**config.mk**
```make
export PLATFORM = sky130hd
export DESIGN_NAME = scs_clock_selector
export DESIGN_NICKNAME = d
export VERILOG_FILES = /design/src/scs_pkg.sv /design/src/scs_clock_selector.sv
export SDC_FILE = /design/constraint.sdc
export NUM_CORES = 1
export LEC_CHECK = 0
export BUFFER_PORTS_ARGS = -buffer_cell sky130_fd_sc_hd__clkbuf_2
export CORE_UTILIZATION = 36
export DETAILED_ROUTE_END_ITERATION = 10
export SYNTH_ARGS = -nofsm -noshare
export SYNTH_HDL_FRONTEND = slang
export SYNTH_SLANG_ARGS = --single-unit
```
**constraint.sdc**
```tcl
create_clock -name i_clk_sys -period 1.9 [get_ports i_clk_sys]
set_input_delay 0.38 -clock i_clk_sys [delete_from_list [all_inputs] [get_ports i_clk_sys]]
set_output_delay 0.38 -clock i_clk_sys [all_outputs]
set_load 0.01 [all_outputs]
```
**src/scs_pkg.sv**
```systemverilog
// Package for the system clock source selector: register layout,
// mode encodings, reset values and timing counts.
// Assumes a single 20 MHz system clock domain.
package scs_pkg;

  // Control register offset on the plain register port
  localparam logic [1:0] OFS_OSC_CTRL = 2'h0;
  // Fail flag register offset (software clears by writing 1)
  localparam logic [1:0] OFS_FAIL_FLAG = 2'h1;

  // Field positions in the control register
  localparam int FREQ_MSB = 6;
  localparam int FREQ_LSB = 4;
  localparam int EXT_RUN_BIT = 3;
  localparam int HF_STABLE_BIT = 2;
  localparam int LF_STABLE_BIT = 1;
  localparam int SEL_BIT = 0;
  // Fail flag position in its register
  localparam int FAIL_FLAG_BIT = 2;

  // Reset values
  localparam logic [2:0] FREQ_RESET = 3'h6;
  localparam logic SEL_RESET = 1'b0;

  // Internal frequency codes
  localparam logic [2:0] FREQ_LF_CODE = 3'h0;
  localparam logic [2:0] FREQ_MAX_CODE = 3'h7;

  // Crystal start-up count in oscillator input cycles
  localparam int XTAL_STARTUP_CYCLES = 1024;
  // Oscillator warm-up times and derived counts at 20 MHz
  localparam int CLK_PERIOD_NS = 50;
  localparam int HF_WARM_NS = 1000;
  localparam int HF_WARM_CYC = (HF_WARM_NS + CLK_PERIOD_NS - 1) / CLK_PERIOD_NS;
  localparam int LF_WARM_NS = 2000;
  localparam int LF_WARM_CYC = (LF_WARM_NS + CLK_PERIOD_NS - 1) / CLK_PERIOD_NS;
  // External clock missing this long is a failure (in ns, then in system cycles)
  localparam int FAIL_TIMEOUT_NS = 3200;
  localparam int FAIL_TIMEOUT_CYC = FAIL_TIMEOUT_NS / CLK_PERIOD_NS;

  // Clock source modes of the nonvolatile configuration field
  typedef enum logic [2:0] {
    LOW_POWER_CRYSTAL_MODE = 3'b000,
    MEDIUM_GAIN_CRYSTAL_MODE = 3'b001,
    HIGH_GAIN_CRYSTAL_MODE = 3'b010,
    EXTERNAL_CLOCK_MODE = 3'b011,
    INTERNAL_OSC_IO_MODE = 3'b100,
    INTERNAL_OSC_CLOCK_OUTPUT_PIN_MODE = 3'b101,
    RESISTOR_CAPACITOR_IO_MODE = 3'b110,
    RESISTOR_CAPACITOR_MODE = 3'b111
  } scs_mode_t;

  // Nonvolatile configuration carried as one group
  typedef struct packed {
    scs_mode_t mode;
    logic two_speed_en;
    logic fail_monitor_en;
  } scs_cfg_t;

  // Register port request
  typedef struct packed {
    logic [1:0] addr;
    logic [7:0] wdata;
    logic wr;
    logic rd;
  } scs_bus_req_t;

  // Oscillator pin control: oe low means the block drives the pin
  typedef struct packed {
    logic in_pin_is_io;
    logic out_pin_oe_n;
    logic out_pin_val;
  } scs_pins_t;

endpackage

```
**src/scs_clock_selector.sv**
```systemverilog
// System clock source selector: mode decode, control register, crystal
// start-up counter, fail monitor and glitch-free source switch.
// Assumes all inputs synchronous to i_clk_sys; oscillator input edges
// arrive as a sampled level on i_osc_in.
// Functional notes
// - Exactly one of eight source modes from 3-bit configuration field.
// - External clock mode takes logic clock on input pin, output pin is I/O.
// - RC mode drives clock/4 on output pin; RC I/O variant frees it.
// - Internal mode drives clock/4 out, input pin I/O; I/O variant frees both.
// - Bits 6-4 select 8 MHz down to 125 kHz; code 000 picks 31 kHz.
// - Frequency field resets to 110, 4 MHz.
// - Bit 3 reads 1 when running from the external clock.
// - Bit 3 resets 0 with two-speed crystal or fail monitor, else 1; both internal oscillator modes give 0 here.
// - Bit 2 reads 1 when the high-frequency oscillator is stable.
// - Bit 1 reads 1 when the low-frequency oscillator is stable.
// - Bit 0 resets 0; 1 selects internal oscillator as system clock.
// - Bit 7 is unimplemented and reads zero.
// - Crystal modes count 1024 input cycles after reset, timer, wake.
// - Execution is held while the start-up count runs.
// - External clock mode skips the start-up count.
// - Stopped external clock halts device, state kept, resumes later.
// - Fail monitor switches to internal oscillator when external clock lost.
// - Two internal oscillators: 8 MHz calibrated and 31 kHz.
// - Oscillator failure sets a fail flag that software clears.
//
// Our own choices: the address-and-strobe port and the register addresses.
`timescale 1ns/100ps

module scs_clock_selector #(
  parameter int XTAL_COUNT = scs_pkg::XTAL_STARTUP_CYCLES
) (
  // Clock, reset, enable
  input wire logic i_clk_sys,
  input wire logic i_rst,
  input wire logic i_ce,
  // Configuration and power events
  input wire scs_pkg::scs_cfg_t i_cfg,
  input wire logic i_power_up_timer_done,
  input wire logic i_wake,
  // Oscillator input sample and internal oscillator ready flags
  input wire logic i_osc_in,
  input wire logic i_hf_osc_ready,
  input wire logic i_lf_osc_ready,
  // Register port
  input wire scs_pkg::scs_bus_req_t i_bus,
  output logic [7:0] o_rdata,
  // Pins and clock path
  output scs_pkg::scs_pins_t o_pins,
  output logic o_use_internal,
  output logic [2:0] o_internal_freq_select,
  output logic o_exec_hold,
  output logic o_oscillator_fail_flag
);

  ////////////////////////////////////////////////////////////////////////
  // Mode decode helpers

  // Crystal family modes need the start-up count
  function automatic logic is_crystal(input scs_pkg::scs_mode_t m);
    return (m == scs_pkg::LOW_POWER_CRYSTAL_MODE) ||
           (m == scs_pkg::MEDIUM_GAIN_CRYSTAL_MODE) ||
           (m == scs_pkg::HIGH_GAIN_CRYSTAL_MODE);
  endfunction

  // Internal oscillator modes have no external source
  function automatic logic is_internal(input scs_pkg::scs_mode_t m);
    return (m == scs_pkg::INTERNAL_OSC_IO_MODE) ||
           (m == scs_pkg::INTERNAL_OSC_CLOCK_OUTPUT_PIN_MODE);
  endfunction

  scs_pkg::scs_mode_t mode;
  logic mode_xtal;
  logic mode_int;
  assign mode = i_cfg.mode;
  assign mode_xtal = is_crystal(mode);
  assign mode_int = is_internal(mode);

  ////////////////////////////////////////////////////////////////////////
  // Control register writable fields

  logic [2:0] freq_r;
  logic sel_r;
  logic wr_ctrl;
  logic wr_flag;
  assign wr_ctrl = i_ce && i_bus.wr && (i_bus.addr == scs_pkg::OFS_OSC_CTRL);
  assign wr_flag = i_ce && i_bus.wr && (i_bus.addr == scs_pkg::OFS_FAIL_FLAG);

  always_ff @(posedge i_clk_sys or posedge i_rst) begin
    if (i_rst) begin
      freq_r <= scs_pkg::FREQ_RESET;
    end else if (wr_ctrl) begin
      freq_r <= i_bus.wdata[scs_pkg::FREQ_MSB:scs_pkg::FREQ_LSB];
    end
  end

  always_ff @(posedge i_clk_sys or posedge i_rst) begin
    if (i_rst) begin
      sel_r <= scs_pkg::SEL_RESET;
    end else if (wr_ctrl) begin
      sel_r <= i_bus.wdata[scs_pkg::SEL_BIT];
    end
  end

  ////////////////////////////////////////////////////////////////////////
  // Internal oscillator warm-up tracking

  // Stable flags rise only after the warm-up time has passed
  logic [7:0] hf_cnt_r;
  logic [7:0] lf_cnt_r;
  logic hf_stable_r;
  logic lf_stable_r;

  always_ff @(posedge i_clk_sys or posedge i_rst) begin
    if (i_rst) begin
      hf_cnt_r <= 8'h00;
      hf_stable_r <= 1'b0;
    end else if (i_ce) begin
      if (!i_hf_osc_ready) begin
        hf_cnt_r <= 8'h00;
        hf_stable_r <= 1'b0;
      end else if (hf_cnt_r == 8'(scs_pkg::HF_WARM_CYC - 1)) begin
        hf_stable_r <= 1'b1;
      end else begin
        hf_cnt_r <= hf_cnt_r + 8'h01;
      end
    end
  end

  always_ff @(posedge i_clk_sys or posedge i_rst) begin
    if (i_rst) begin
      lf_cnt_r <= 8'h00;
      lf_stable_r <= 1'b0;
    end else if (i_ce) begin
      if (!i_lf_osc_ready) begin
        lf_cnt_r <= 8'h00;
        lf_stable_r <= 1'b0;
      end else if (lf_cnt_r == 8'(scs_pkg::LF_WARM_CYC - 1)) begin
        lf_stable_r <= 1'b1;
      end else begin
        lf_cnt_r <= lf_cnt_r + 8'h01;
      end
    end
  end

  // The stable flag of whichever internal source the field selects
  logic int_stable;
  assign int_stable = (freq_r == scs_pkg::FREQ_LF_CODE) ? lf_stable_r : hf_stable_r;

  ////////////////////////////////////////////////////////////////////////
  // Oscillator input edge detection

  // Inputs are synchronous, so one register is enough for edge finding
  logic osc_d_r;
  logic osc_rise;
  always_ff @(posedge i_clk_sys or posedge i_rst) begin
    if (i_rst) begin
      osc_d_r <= 1'b0;
    end else if (i_ce) begin
      osc_d_r <= i_osc_in;
    end
  end
  assign osc_rise = i_osc_in && !osc_d_r;

  ////////////////////////////////////////////////////////////////////////
  // Crystal start-up counter

  typedef enum logic [1:0] {
    ST_IDLE = 2'b00,
    ST_COUNT = 2'b01,
    ST_READY = 2'b10
  } scs_ost_t;

  scs_ost_t ost_r;
  logic [10:0] ost_cnt_r;
  logic ost_start;
  logic boot_r;
  // Start after reset release (boot_r), power-up timer or wake
  assign ost_start = boot_r || i_power_up_timer_done || i_wake;

  always_ff @(posedge i_clk_sys or posedge i_rst) begin
    if (i_rst) begin
      boot_r <= 1'b1;
    end else if (i_ce) begin
      boot_r <= 1'b0;
    end
  end

  always_ff @(posedge i_clk_sys or posedge i_rst) begin
    if (i_rst) begin
      ost_r <= ST_IDLE;
      ost_cnt_r <= 11'h000;
    end else if (i_ce) begin
      unique case (ost_r)
        ST_IDLE, ST_READY: begin
          if (ost_start && mode_xtal) begin
            ost_r <= ST_COUNT;
            ost_cnt_r <= 11'h000;
          end else if (ost_start) begin
            ost_r <= ST_READY;
          end
        end
        ST_COUNT: begin
          if (osc_rise) begin
            if (ost_cnt_r == 11'(XTAL_COUNT - 1)) begin
              ost_r <= ST_READY;
            end else begin
              ost_cnt_r <= ost_cnt_r + 11'h001;
            end
          end
        end
        default: ost_r <= ST_IDLE;
      endcase
    end
  end

  ////////////////////////////////////////////////////////////////////////
  // Fail monitor

  // Loss of edges on the input for the timeout marks a failed source
  logic [7:0] fail_cnt_r;
  logic ext_failed_r;
  logic monitored;
  assign monitored = i_cfg.fail_monitor_en && !mode_int && (ost_r == ST_READY);

  always_ff @(posedge i_clk_sys or posedge i_rst) begin
    if (i_rst) begin
      fail_cnt_r <= 8'h00;
      ext_failed_r <= 1'b0;
    end else if (i_ce) begin
      if (!monitored || osc_rise) begin
        fail_cnt_r <= 8'h00;
        ext_failed_r <= 1'b0;
      end else if (fail_cnt_r == 8'(scs_pkg::FAIL_TIMEOUT_CYC - 1)) begin
        ext_failed_r <= 1'b1;
      end else begin
        fail_cnt_r <= fail_cnt_r + 8'h01;
      end
    end
  end

  // sticky fail flag, set wins over clear
  logic fail_rise;
  logic ext_failed_d_r;
  always_ff @(posedge i_clk_sys or posedge i_rst) begin
    if (i_rst) begin
      ext_failed_d_r <= 1'b0;
      o_oscillator_fail_flag <= 1'b0;
    end else if (i_ce) begin
      ext_failed_d_r <= ext_failed_r;
      if (fail_rise) begin
        o_oscillator_fail_flag <= 1'b1;
      end else if (wr_flag && i_bus.wdata[scs_pkg::FAIL_FLAG_BIT]) begin
        o_oscillator_fail_flag <= 1'b0;
      end
    end
  end
  assign fail_rise = ext_failed_r && !ext_failed_d_r;

  ////////////////////////////////////////////////////////////////////////
  // Source selection

  // Wanted source: internal when selected, in internal mode or on failure
  logic want_int;
  logic ext_ready;
  assign want_int = sel_r || mode_int || ext_failed_r;
  assign ext_ready = (ost_r == ST_READY) && !ext_failed_r;

  // switch only when the target is stable; on failure go internal at once
  always_ff @(posedge i_clk_sys or posedge i_rst) begin
    if (i_rst) begin
      // status reset: external, whatever the two-speed or monitor setting
      o_use_internal <= 1'b0;
    end else if (i_ce) begin
      if (ext_failed_r) begin
        o_use_internal <= 1'b1;
      end else if (want_int && int_stable) begin
        o_use_internal <= 1'b1;
      end else if (!want_int && ext_ready) begin
        o_use_internal <= 1'b0;
      end
    end
  end

  // Reset-time status bit: captured after release, since config is a port
  logic ext_run_r;
  logic ext_run_reset;
  assign ext_run_reset = !((i_cfg.two_speed_en && mode_xtal) || i_cfg.fail_monitor_en);

  always_ff @(posedge i_clk_sys or posedge i_rst) begin
    if (i_rst) begin
      ext_run_r <= 1'b0;
    end else if (i_ce) begin
      if (boot_r) begin
        ext_run_r <= ext_run_reset && !mode_int;
      end else begin
        ext_run_r <= !o_use_internal && !mode_int && (ext_ready || ext_run_r); // Kept in count
      end
    end
  end

  // Internal frequency handed to the clock tree
  always_ff @(posedge i_clk_sys or posedge i_rst) begin
    if (i_rst) begin
      o_internal_freq_select <= scs_pkg::FREQ_RESET;
    end else if (i_ce && int_stable) begin
      o_internal_freq_select <= freq_r;
    end
  end

  // enable low freezes the hold with all other state
  always_ff @(posedge i_clk_sys or posedge i_rst) begin
    if (i_rst) begin
      o_exec_hold <= 1'b1;
    end else if (i_ce) begin
      o_exec_hold <= (ost_r != ST_READY);
    end
  end

  ////////////////////////////////////////////////////////////////////////
  // Pin functions and clock divided by four

  logic [1:0] div_r;
  always_ff @(posedge i_clk_sys or posedge i_rst) begin
    if (i_rst) begin
      div_r <= 2'h0;
    end else if (i_ce) begin
      div_r <= div_r + 2'h1;
    end
  end

  always_ff @(posedge i_clk_sys or posedge i_rst) begin
    if (i_rst) begin
      o_pins <= '{in_pin_is_io: 1'b0, out_pin_oe_n: 1'b1, out_pin_val: 1'b0};
    end else if (i_ce) begin
      o_pins.out_pin_val <= div_r[1];
      unique case (mode)
        scs_pkg::EXTERNAL_CLOCK_MODE,
        scs_pkg::RESISTOR_CAPACITOR_IO_MODE: begin
          o_pins.in_pin_is_io <= 1'b0;
          o_pins.out_pin_oe_n <= 1'b1;
        end
        scs_pkg::RESISTOR_CAPACITOR_MODE: begin
          o_pins.in_pin_is_io <= 1'b0;
          o_pins.out_pin_oe_n <= 1'b0;
        end
        scs_pkg::INTERNAL_OSC_CLOCK_OUTPUT_PIN_MODE: begin
          o_pins.in_pin_is_io <= 1'b1;
          o_pins.out_pin_oe_n <= 1'b0;
        end
        scs_pkg::INTERNAL_OSC_IO_MODE: begin
          o_pins.in_pin_is_io <= 1'b1;
          o_pins.out_pin_oe_n <= 1'b1;
        end
        // Crystal modes use both pins for the resonator
        scs_pkg::LOW_POWER_CRYSTAL_MODE, scs_pkg::MEDIUM_GAIN_CRYSTAL_MODE,
        scs_pkg::HIGH_GAIN_CRYSTAL_MODE: begin
          o_pins.in_pin_is_io <= 1'b0;
          o_pins.out_pin_oe_n <= 1'b1;
        end
      endcase
    end
  end

  ////////////////////////////////////////////////////////////////////////
  // Read port, data one cycle after the strobe

  logic [7:0] ctrl_view;
  assign ctrl_view = {1'b0, freq_r, ext_run_r, hf_stable_r, lf_stable_r, sel_r};

  always_ff @(posedge i_clk_sys or posedge i_rst) begin
    if (i_rst) begin
      o_rdata <= 8'h00;
    end else if (i_ce) begin
      if (i_bus.rd && i_bus.addr == scs_pkg::OFS_OSC_CTRL) begin
        o_rdata <= ctrl_view;
      end else if (i_bus.rd && i_bus.addr == scs_pkg::OFS_FAIL_FLAG) begin
        o_rdata <= 8'({o_oscillator_fail_flag, 2'b00});
      end else begin
        // Unmapped reads and idle cycles return zero
        o_rdata <= 8'h00;
      end
    end
  end

endmodule // scs_clock_selector

```
==> results of run 1 <==
[power by group]
group | total [mW] | internal, mW | switching (mW)
combinational | 0.826 | 0.393 | 0.433
clock | 1.20 | 0.678 | 0.517
sequential | 1.80 | 1.61 | 0.198
[per-stage QoR]
| stage | hold WS (ns) | std cells | setup WS, ns | power, mW | area, um^2 |
|---|---|---|---|---|---|
| 5_1_grt | 0.232 | 483 | 0.0687 | 4.06 | 3960 |
| 3_5_place_dp | 0.297 | 464 | 0.0974 | 2.66 | 3730 |
| 4_1_cts | 0.200 | 481 | 0.0939 | 3.87 | 3940 |
| 3_3_place_gp | 0.296 | 464 | 0.132 | 2.63 | 3730 |
| 6_report | 0.205 | 483 | 0.195 | 3.83 | 3960 |
| 2_1_floorplan | 0.436 | 319 | 0.304 | 2.42 | 3350 |
[cells in the mapped netlist (6+ instances only)]
library cell   n  area, um^2
nor2_1        31         116
nand2_1       18        67.6
xor2_1        12         105
nand3_1       11        55.1
a22o_1         7        61.3
dfrtp_1       59        1480
o21ai_0       13        65.1
nor3_1        14        70.1
a21o_1         6        45.0
nand3b_1       6        45.0
dfstp_2        7         184
mux2_2        10         113
inv_1          8        30.0
[worst paths after layout]
check                          from  cells after the start      endpoint  slack (ns)
min                        i_cfg[2]                      2     o_pins[1]        0.21
max in group asynchronous     i_rst                      4        boot_r        0.93
max                        ost_r[0]                      5  ost_cnt_r[5]        0.19
min in group asynchronous     i_rst                      3    o_rdata[6]        0.49
min reg2reg                div_r[0]                      1      div_r[0]        0.47
max reg2reg                ost_r[0]                      5  ost_cnt_r[5]        0.19
[cell families after synthesis]
logic type | after synthesis | synth area share
fa+ha+maj | 4 | 0.0149
mux | 12 | 0.0396
buf+inv | 22 | 0.0288
xor+xnor | 17 | 0.0445
other cells | 1 | 0.00112
compound gates | 74 | 0.167
simple gates | 123 | 0.208
flops | 66 | 0.496
[layout make-up]
type,count,area (um^2),share of cell area
flip-flops and latches,66,1660,0.420
inverters,9,37.5,0.00949
multi-input cells,231,1590,0.403
well taps,108,135,0.0342
clock buffers,14,163,0.0411
repair buffers,53,333,0.0841
clock inverters,2,35.0,0.00886
[state kept, by name, indices dropped and copies added (netlist names), 3 cells and up]
signal and flops:
fail_cnt_r 8, freq_r 3, hf_cnt_r 8, lf_cnt_r 8, o_internal_freq_select 3, o_pins 3, o_rdata 7, ost_cnt_r 11
[metal layers]
| layer | up-vias | global-route usage | wire, um |
|---|---|---|---|
| met5 | - | 0 | 0 |
| met1 | 1230 | 0.226 | 3640 |
| met2 | 55 | 0.225 | 2960 |
| met3 | 8 | 0.0355 | 318 |
| met4 | 0 | 0.0723 | 107 |
| li1 | 1280 | - | - |
[repair_timing]
| item | 4_1_cts | 5_1_grt |
|---|---|---|
| hold buffers | 1 | 0 |
| setup buffers | 0 | 2 |
| resized for setup | 0 | 0 |
| hold endpoints to repair | 4 | 0 |
| endpoints found under the setup margin | 0 | 4 |
==> results.md, run 1 <==
Timing:
- The count of endpoints failing hold in the final timing report is 0.
- Setup repair after global routing left no endpoint under its margin.
- Measured against its own limit, the worst slew margin works out to 0.614.
- The clock arrives with 0.0100 ns of skew.
- The setup-violating endpoint count in the final report is 0.
- At the pin with the least slew margin, the transition time is 0.573 ns.
- In the finished design, the share of the clock period the worst path needs comes to 0.898.
- The worst path in the final design needs a cycle of 1.71 ns, including I/O delays and setup.
- The total count of max-transition violations in the final report came to 0.
- The achievable frequency is 586 MHz.
- The setup total negative slack is 0 ns.

Placed design:
- The estimated wirelength of the detail-placed design is 4930 um.
- The routability-driven placement congestion ratio is 0.792.
- The quantity of I/O buffers inserted on ports is 37.

CTS:
- After clock tree synthesis, the clock-pin slew on the worst setup and hold paths is 0.07 ns.
- The maximum number of buffers from clock root to sink is 2.
- The clock latency on the worst-skew pair is 0.35 ns.
- The TritonCTS buffer count is 9.
- In this run the clock root is driven by a clkbuf_8.
- The H-tree was split into 3 levels.
- TritonCTS built the clock tree.
- CTS saw 66 sinks.

Logic synthesis:
- The synthesized design contains 0 enable-type register cells.
- The number of register bits inferred by synthesis is 66.
- The number of warnings reported in the yosys synthesis log is 0.
- The post-synthesis cell type count is 67.
- The mapped netlist covers 3350 um^2.
- Counting every instance in the synthesized netlist gives 319.
- The most used flip-flop cell after synthesis is dfrtp_1.
- The share of the Yosys chip area taken by registers is 0.496.
- The number of nets in the synthesized netlist is 348.
- After synthesis, the share of flip-flops with an asynchronous set or reset is 1.00.
- The average instance in the mapped netlist occupies 10.5 um^2.

Layout:
- The net count of the finished layout is 399.
- The antenna diode count is 0.
- Leaving out fill and tap cells, the most frequent cells in the layout are 59 x dfrtp_1, 37 x clkbuf_2, 31 x nor2_1.
- The fraction of final layout cells with drive strength greater than 1 is 0.261.
- Once layout is complete, the utilization of the core stands at 0.447.
- Leaving out fill and tap cells, the most frequent cell in the layout is dfrtp_1.
- The area overhead of the layout relative to synthesis is 18.1%.
- The number of filler instances in the final layout is 848.

GRT:
- Entering global routing, the biggest net connects 36 pins.
- The total routing resource utilization after global routing is 0.157.
- The number of antenna violations at the first check in global routing was 0.
- The wire length of the first global-routing pass is 11900 um.
- The overall overflow remaining after global route is 0.
- The via count of the first global-routing pass was 2498.

Routing:
- For this run, the detailed router's first-pass iteration total came to 10.
- Once detail routing completed, the nets flagged for antenna violations numbered 0.
- The routed via count divided by cell count is 5.33.
- The via count of the routed design is 2573.
- Dividing the detail-routed wire length by the instance count gives 14.5 um.
- The first routing iteration left 93 violations.
- The wire length after detailed routing is 7020 um.
- The number of design rule violations left after detail routing is 5.

Die:
- In this run the count of I/O pins placed on the die edge is 42.
- In this run the horizontal extent of the chip is 98.5 um.
- The chip height is 98.5 um.
- The total number of placement rows is 34.
- The die footprint is 9690 um^2.
- The starting density of the core is 0.379.
- The placeable core region is 8850 um^2.

Run status:
- The checks that failed: design-rule violations.
- The run finished, with violations left.

Critical path:
- The cell family contributing the most delay on the critical path is simple AND/OR/NAND/NOR gates.
- The worst path arrival time is 1.94 ns.
- For the worst setup path, the data required time is 2.14 ns.
- Along the worst path, the maximum fanout reaches 9.
- The signal on the critical path passes through nand2b_1 -> nor4b_4 -> buf_4 -> nand3b_4 -> a221o_1.
- The buffer and inverter count on the worst path is 1.
- The slowest stage of the critical path is the dfrtp_1 cell.
- The worst setup path is launched from a flip-flop.
- For this run, the slowest stage of the critical path takes 0.47 ns.
- The type of the worst setup path is reg2reg.
- STA classifies the critical path endpoint as a flip-flop.

Hold path:
- The path class of the tightest hold or removal check is in2reg.

Run:
- The max-capacitance violation count is 0.

Pwr:
- For this design the static power due to leakage is 1.79 nW.
- The total power per unit cell area is 967 nW/um^2.
- The worst supply voltage drop on vdd is 0.371 mV.
(Power assumes the default switching activity.)
==> inputs of run 2 (changes only) <==
- CELL_PAD_IN_SITES_DETAIL_PLACEMENT: unset -> 0
- CELL_PAD_IN_SITES_GLOBAL_PLACEMENT: unset -> 1
- PLACE_DENSITY_LB_ADDON: unset -> 0.1
- clock period: 1.9 -> 1.58 ns (I/O delays scaled with it)
==> results.md, run 2 (synthesized netlist as in run 1, its figures left out) <==
Die:
- The count of boundary I/O pins is 42.
- In this run the horizontal extent of the chip is 98.5 um.
- The die footprint is 9690 um^2.
- The die is 98.5 um tall.
- After floorplanning, the core was sized to cover 8850 um^2.
- Row generation in the floorplan step produced 34 rows.
- The starting density of the core is 0.379.

CTS:
- Clock-pin slew was measured on the worst setup and hold paths at 0.09 ns.
- The cell at the root of the clock tree is clkbuf_8.
- For the worst-skew pair, the clock arrives at the later sink with an insertion delay of 0.35 ns.
- CTS saw 66 sinks.
- The number of levels the H-tree was split into is 3.
- The maximum number of buffers from clock root to sink is 2.
- Counting the buffers created by CTS gives 9.
- TritonCTS built the clock tree.

Run:
- Across the run, the number of max-cap violations was 0.

Timing:
- Of the available clock period, the critical path in the final layout requires 1.01.
- Between clock sinks in the finished design, the worst skew comes to 0.0115 ns.
- Setup repair after global routing could not meet its margin everywhere.
- Setup violations remaining at the end of the flow were counted as 1.
- The total count of max-transition violations in the final report is 0.
- For the final routed database, the setup TNS stands at -0.0181 ns.
- The worst setup slack after layout is -0.0181 ns.
- The post-layout minimum cycle time is 1.60 ns.
- The final hold slack is 0.0371 ns.
- The count of endpoints failing hold in the final timing report was 0.
- For this run, the top clock speed supported by timing is 626 MHz.

Placed design:
- Detailed placement ended at an HPWL of 5420 um.
- The placement-stage worst setup slack is -0.0878 ns.
- Port buffering added 37 buffers.
- The routability-driven placement congestion ratio is 0.766.

Layout:
- ost_cnt_r holds more flip-flops than any other register.
- The library cells used most frequently in the layout, excluding fill and tap cells, are 58 x dfrtp_1, 57 x buf_4, 37 x clkbuf_2.
- The number of flip-flops under the largest register name is 11.
- The most frequent standard cell in the layout excluding fill and tap cells is dfrtp_1.
- The net count of the finished layout is 447.
- The number of antenna diodes in the final layout is 0.
- Relative to the synthesized area, the layout overhead comes to 35.6%.
- The final core utilization is 0.513.
- Across the whole layout, storage elements account for 1660 um^2.
- The number of filler instances in the final layout is 831.
- In the final layout, the multi-input gates occupy 1760 um^2.
- The fraction of final layout cells with drive strength greater than 1 is 0.418.

Routing:
- After detailed routing, the average wire length per cell comes to 14.6 um.
- The routed via count divided by cell count is 5.24.
- The number of nets with antenna violations after routing is 0.
- After detailed routing, the number of remaining DRC violations is 3.
- The wire length after detailed routing is 7750 um.
- After the first detailed-routing iteration, the DRC count stood at 106.
- The routed layout has 2783 vias.
- The number of detailed-routing iterations run before antenna repair is 11.

Pwr:
- The internal power of the cells totals 3.63 mW.
- The switching power is 1.63 mW.
- The fraction of power consumed by sequential logic is 0.407.
- The sum of internal, switching and leakage power is 5.26 mW.
- The total power per unit cell area is 1160 nW/um^2.
- The net switching fraction of the power is 0.310.
- The share of total power dissipated in the clock network is 0.309.
- Across the VDD grid, the largest voltage drop is 0.529 mV.
- Of the total power, combinational logic draws 0.284.
- The reported leakage power is 2.06 nW.

Critical path:
- The cell with the biggest individual delay on the critical path is dfrtp_1.
- Data on the critical path is required at its endpoint by 1.81 ns.
- The worst reg-to-reg path cell count is 5.
- The kind of capture point of the worst setup path is a flip-flop.
- The start of the worst register-to-register path is ost_cnt_r[10].
- The worst path arrival time is 1.83 ns.
- Walking the worst path, the cells encountered are and4b_4 -> nor4b_4 -> buf_4 -> nor4b_2 -> a221o_1.
- The largest single stage delay on the critical path is 0.38 ns.
- The buffer and inverter count on the worst path is 1.
- The highest fanout seen on the critical path is 3.
- The setup path with the least slack is of type reg2reg.
- The worst reg2reg path endpoint is ost_cnt_r[2].
- The worst-case register-to-register setup slack is -0.02 ns.
- STA classifies the critical path startpoint as a flip-flop.
- The critical path's top delay family is simple AND/OR/NAND/NOR gates.

GRT:
- The via count of the first global-routing pass is 2767.
- Entering global routing, the biggest net connects 67 pins.
- The number of antenna violations at the first check in global routing is 0.
- For this run, the total global-route usage over all layers was measured as 0.176.
- The first global-routing pass estimated 13300 um of wire.
- For this run the aggregate overflow at the end of global routing stands at 0.

Hold path:
- The class of the most critical hold timing path is in2async.

Run status:
- The final reports fail on design-rule violations, negative setup slack.
- The flow ran to the end, but the final reports show violations.
==> run 2: cell types whose count changed in the layout (fill, tap and decap cells not counted), moves of 3 or more <==
cell and change:
o2111ai_1 -3, buf_4 +44, o2111ai_2 +3, ha_1 -3
clkbuf_1 -3, clkinv_4 +3, buf_6 +4
==> run 2: cell type report <==
class	count	share of cell area
clock buffers	9	0.0273
clock inverters	7	0.0226
inverters	9	0.00826
multi-input cells	231	0.388
flip-flops and latches	66	0.366
well taps	108	0.0298
repair buffers	101	0.158
==> run 2: how the worst max path moves through the flow <==
| stage | from | cells past startpoint | slack, ns | endpoint |
|---|---|---|---|---|
| 6_report | ost_cnt_r[10] | 5 | -0.02 | ost_cnt_r[2] |
| 4_1_cts | hf_cnt_r[5] | 4 | -0.0003 | hf_cnt_r[5] |
| 3_3_place_gp | i_cfg[3] | 5 | -0.08 | ost_cnt_r[5] |
| 3_5_place_dp | i_cfg[3] | 5 | -0.09 | ost_cnt_r[2] |
| 5_1_grt | ost_cnt_r[10] | 5 | -0.11 | ost_cnt_r[2] |
| 2_1_floorplan | hf_cnt_r[5] | 5 | 0.01 | hf_cnt_r[4] |
==> run 2: worst min-delay path, cell delays in order <==
cell	delay [ns]
clkbuf_2	0.10
clkinvlp_4	0.07
buf_12	0.31
==> run 2: repair_timing <==
action	4_1_cts	5_1_grt
resized for setup	8	35
setup endpoints to repair	18	28
endpoints found under the hold margin	0	0
buffers inserted	3	1
hold buffers	0	0
pin swaps	4	12
==> run 2: power by group through the flow <==
stage	sequential [mW]	combinational, mW	clock, mW
2_1_floorplan	2.15	0.761	0
3_3_place_gp	2.13	1.31	0
3_5_place_dp	2.13	1.33	0
4_1_cts	2.10	1.36	1.67
5_1_grt	2.18	1.66	1.76
6_report	2.14	1.49	1.63
==> run 2: routing by layer <==
layer,routed length [um],global-route usage,vias to the layer above
li1,-,-,1372
met3,287,0.0362,10
met5,0,0,-
met2,3340,0.264,48
met1,4000,0.250,1353
met4,127,0.0689,0
==> run 2: per-stage QoR <==
step	std cells	area, um^2
3_5_place_dp	511	4100
6_report	531	4540
4_1_cts	530	4380
3_3_place_gp	511	4100
2_1_floorplan	319	3350
5_1_grt	531	4540
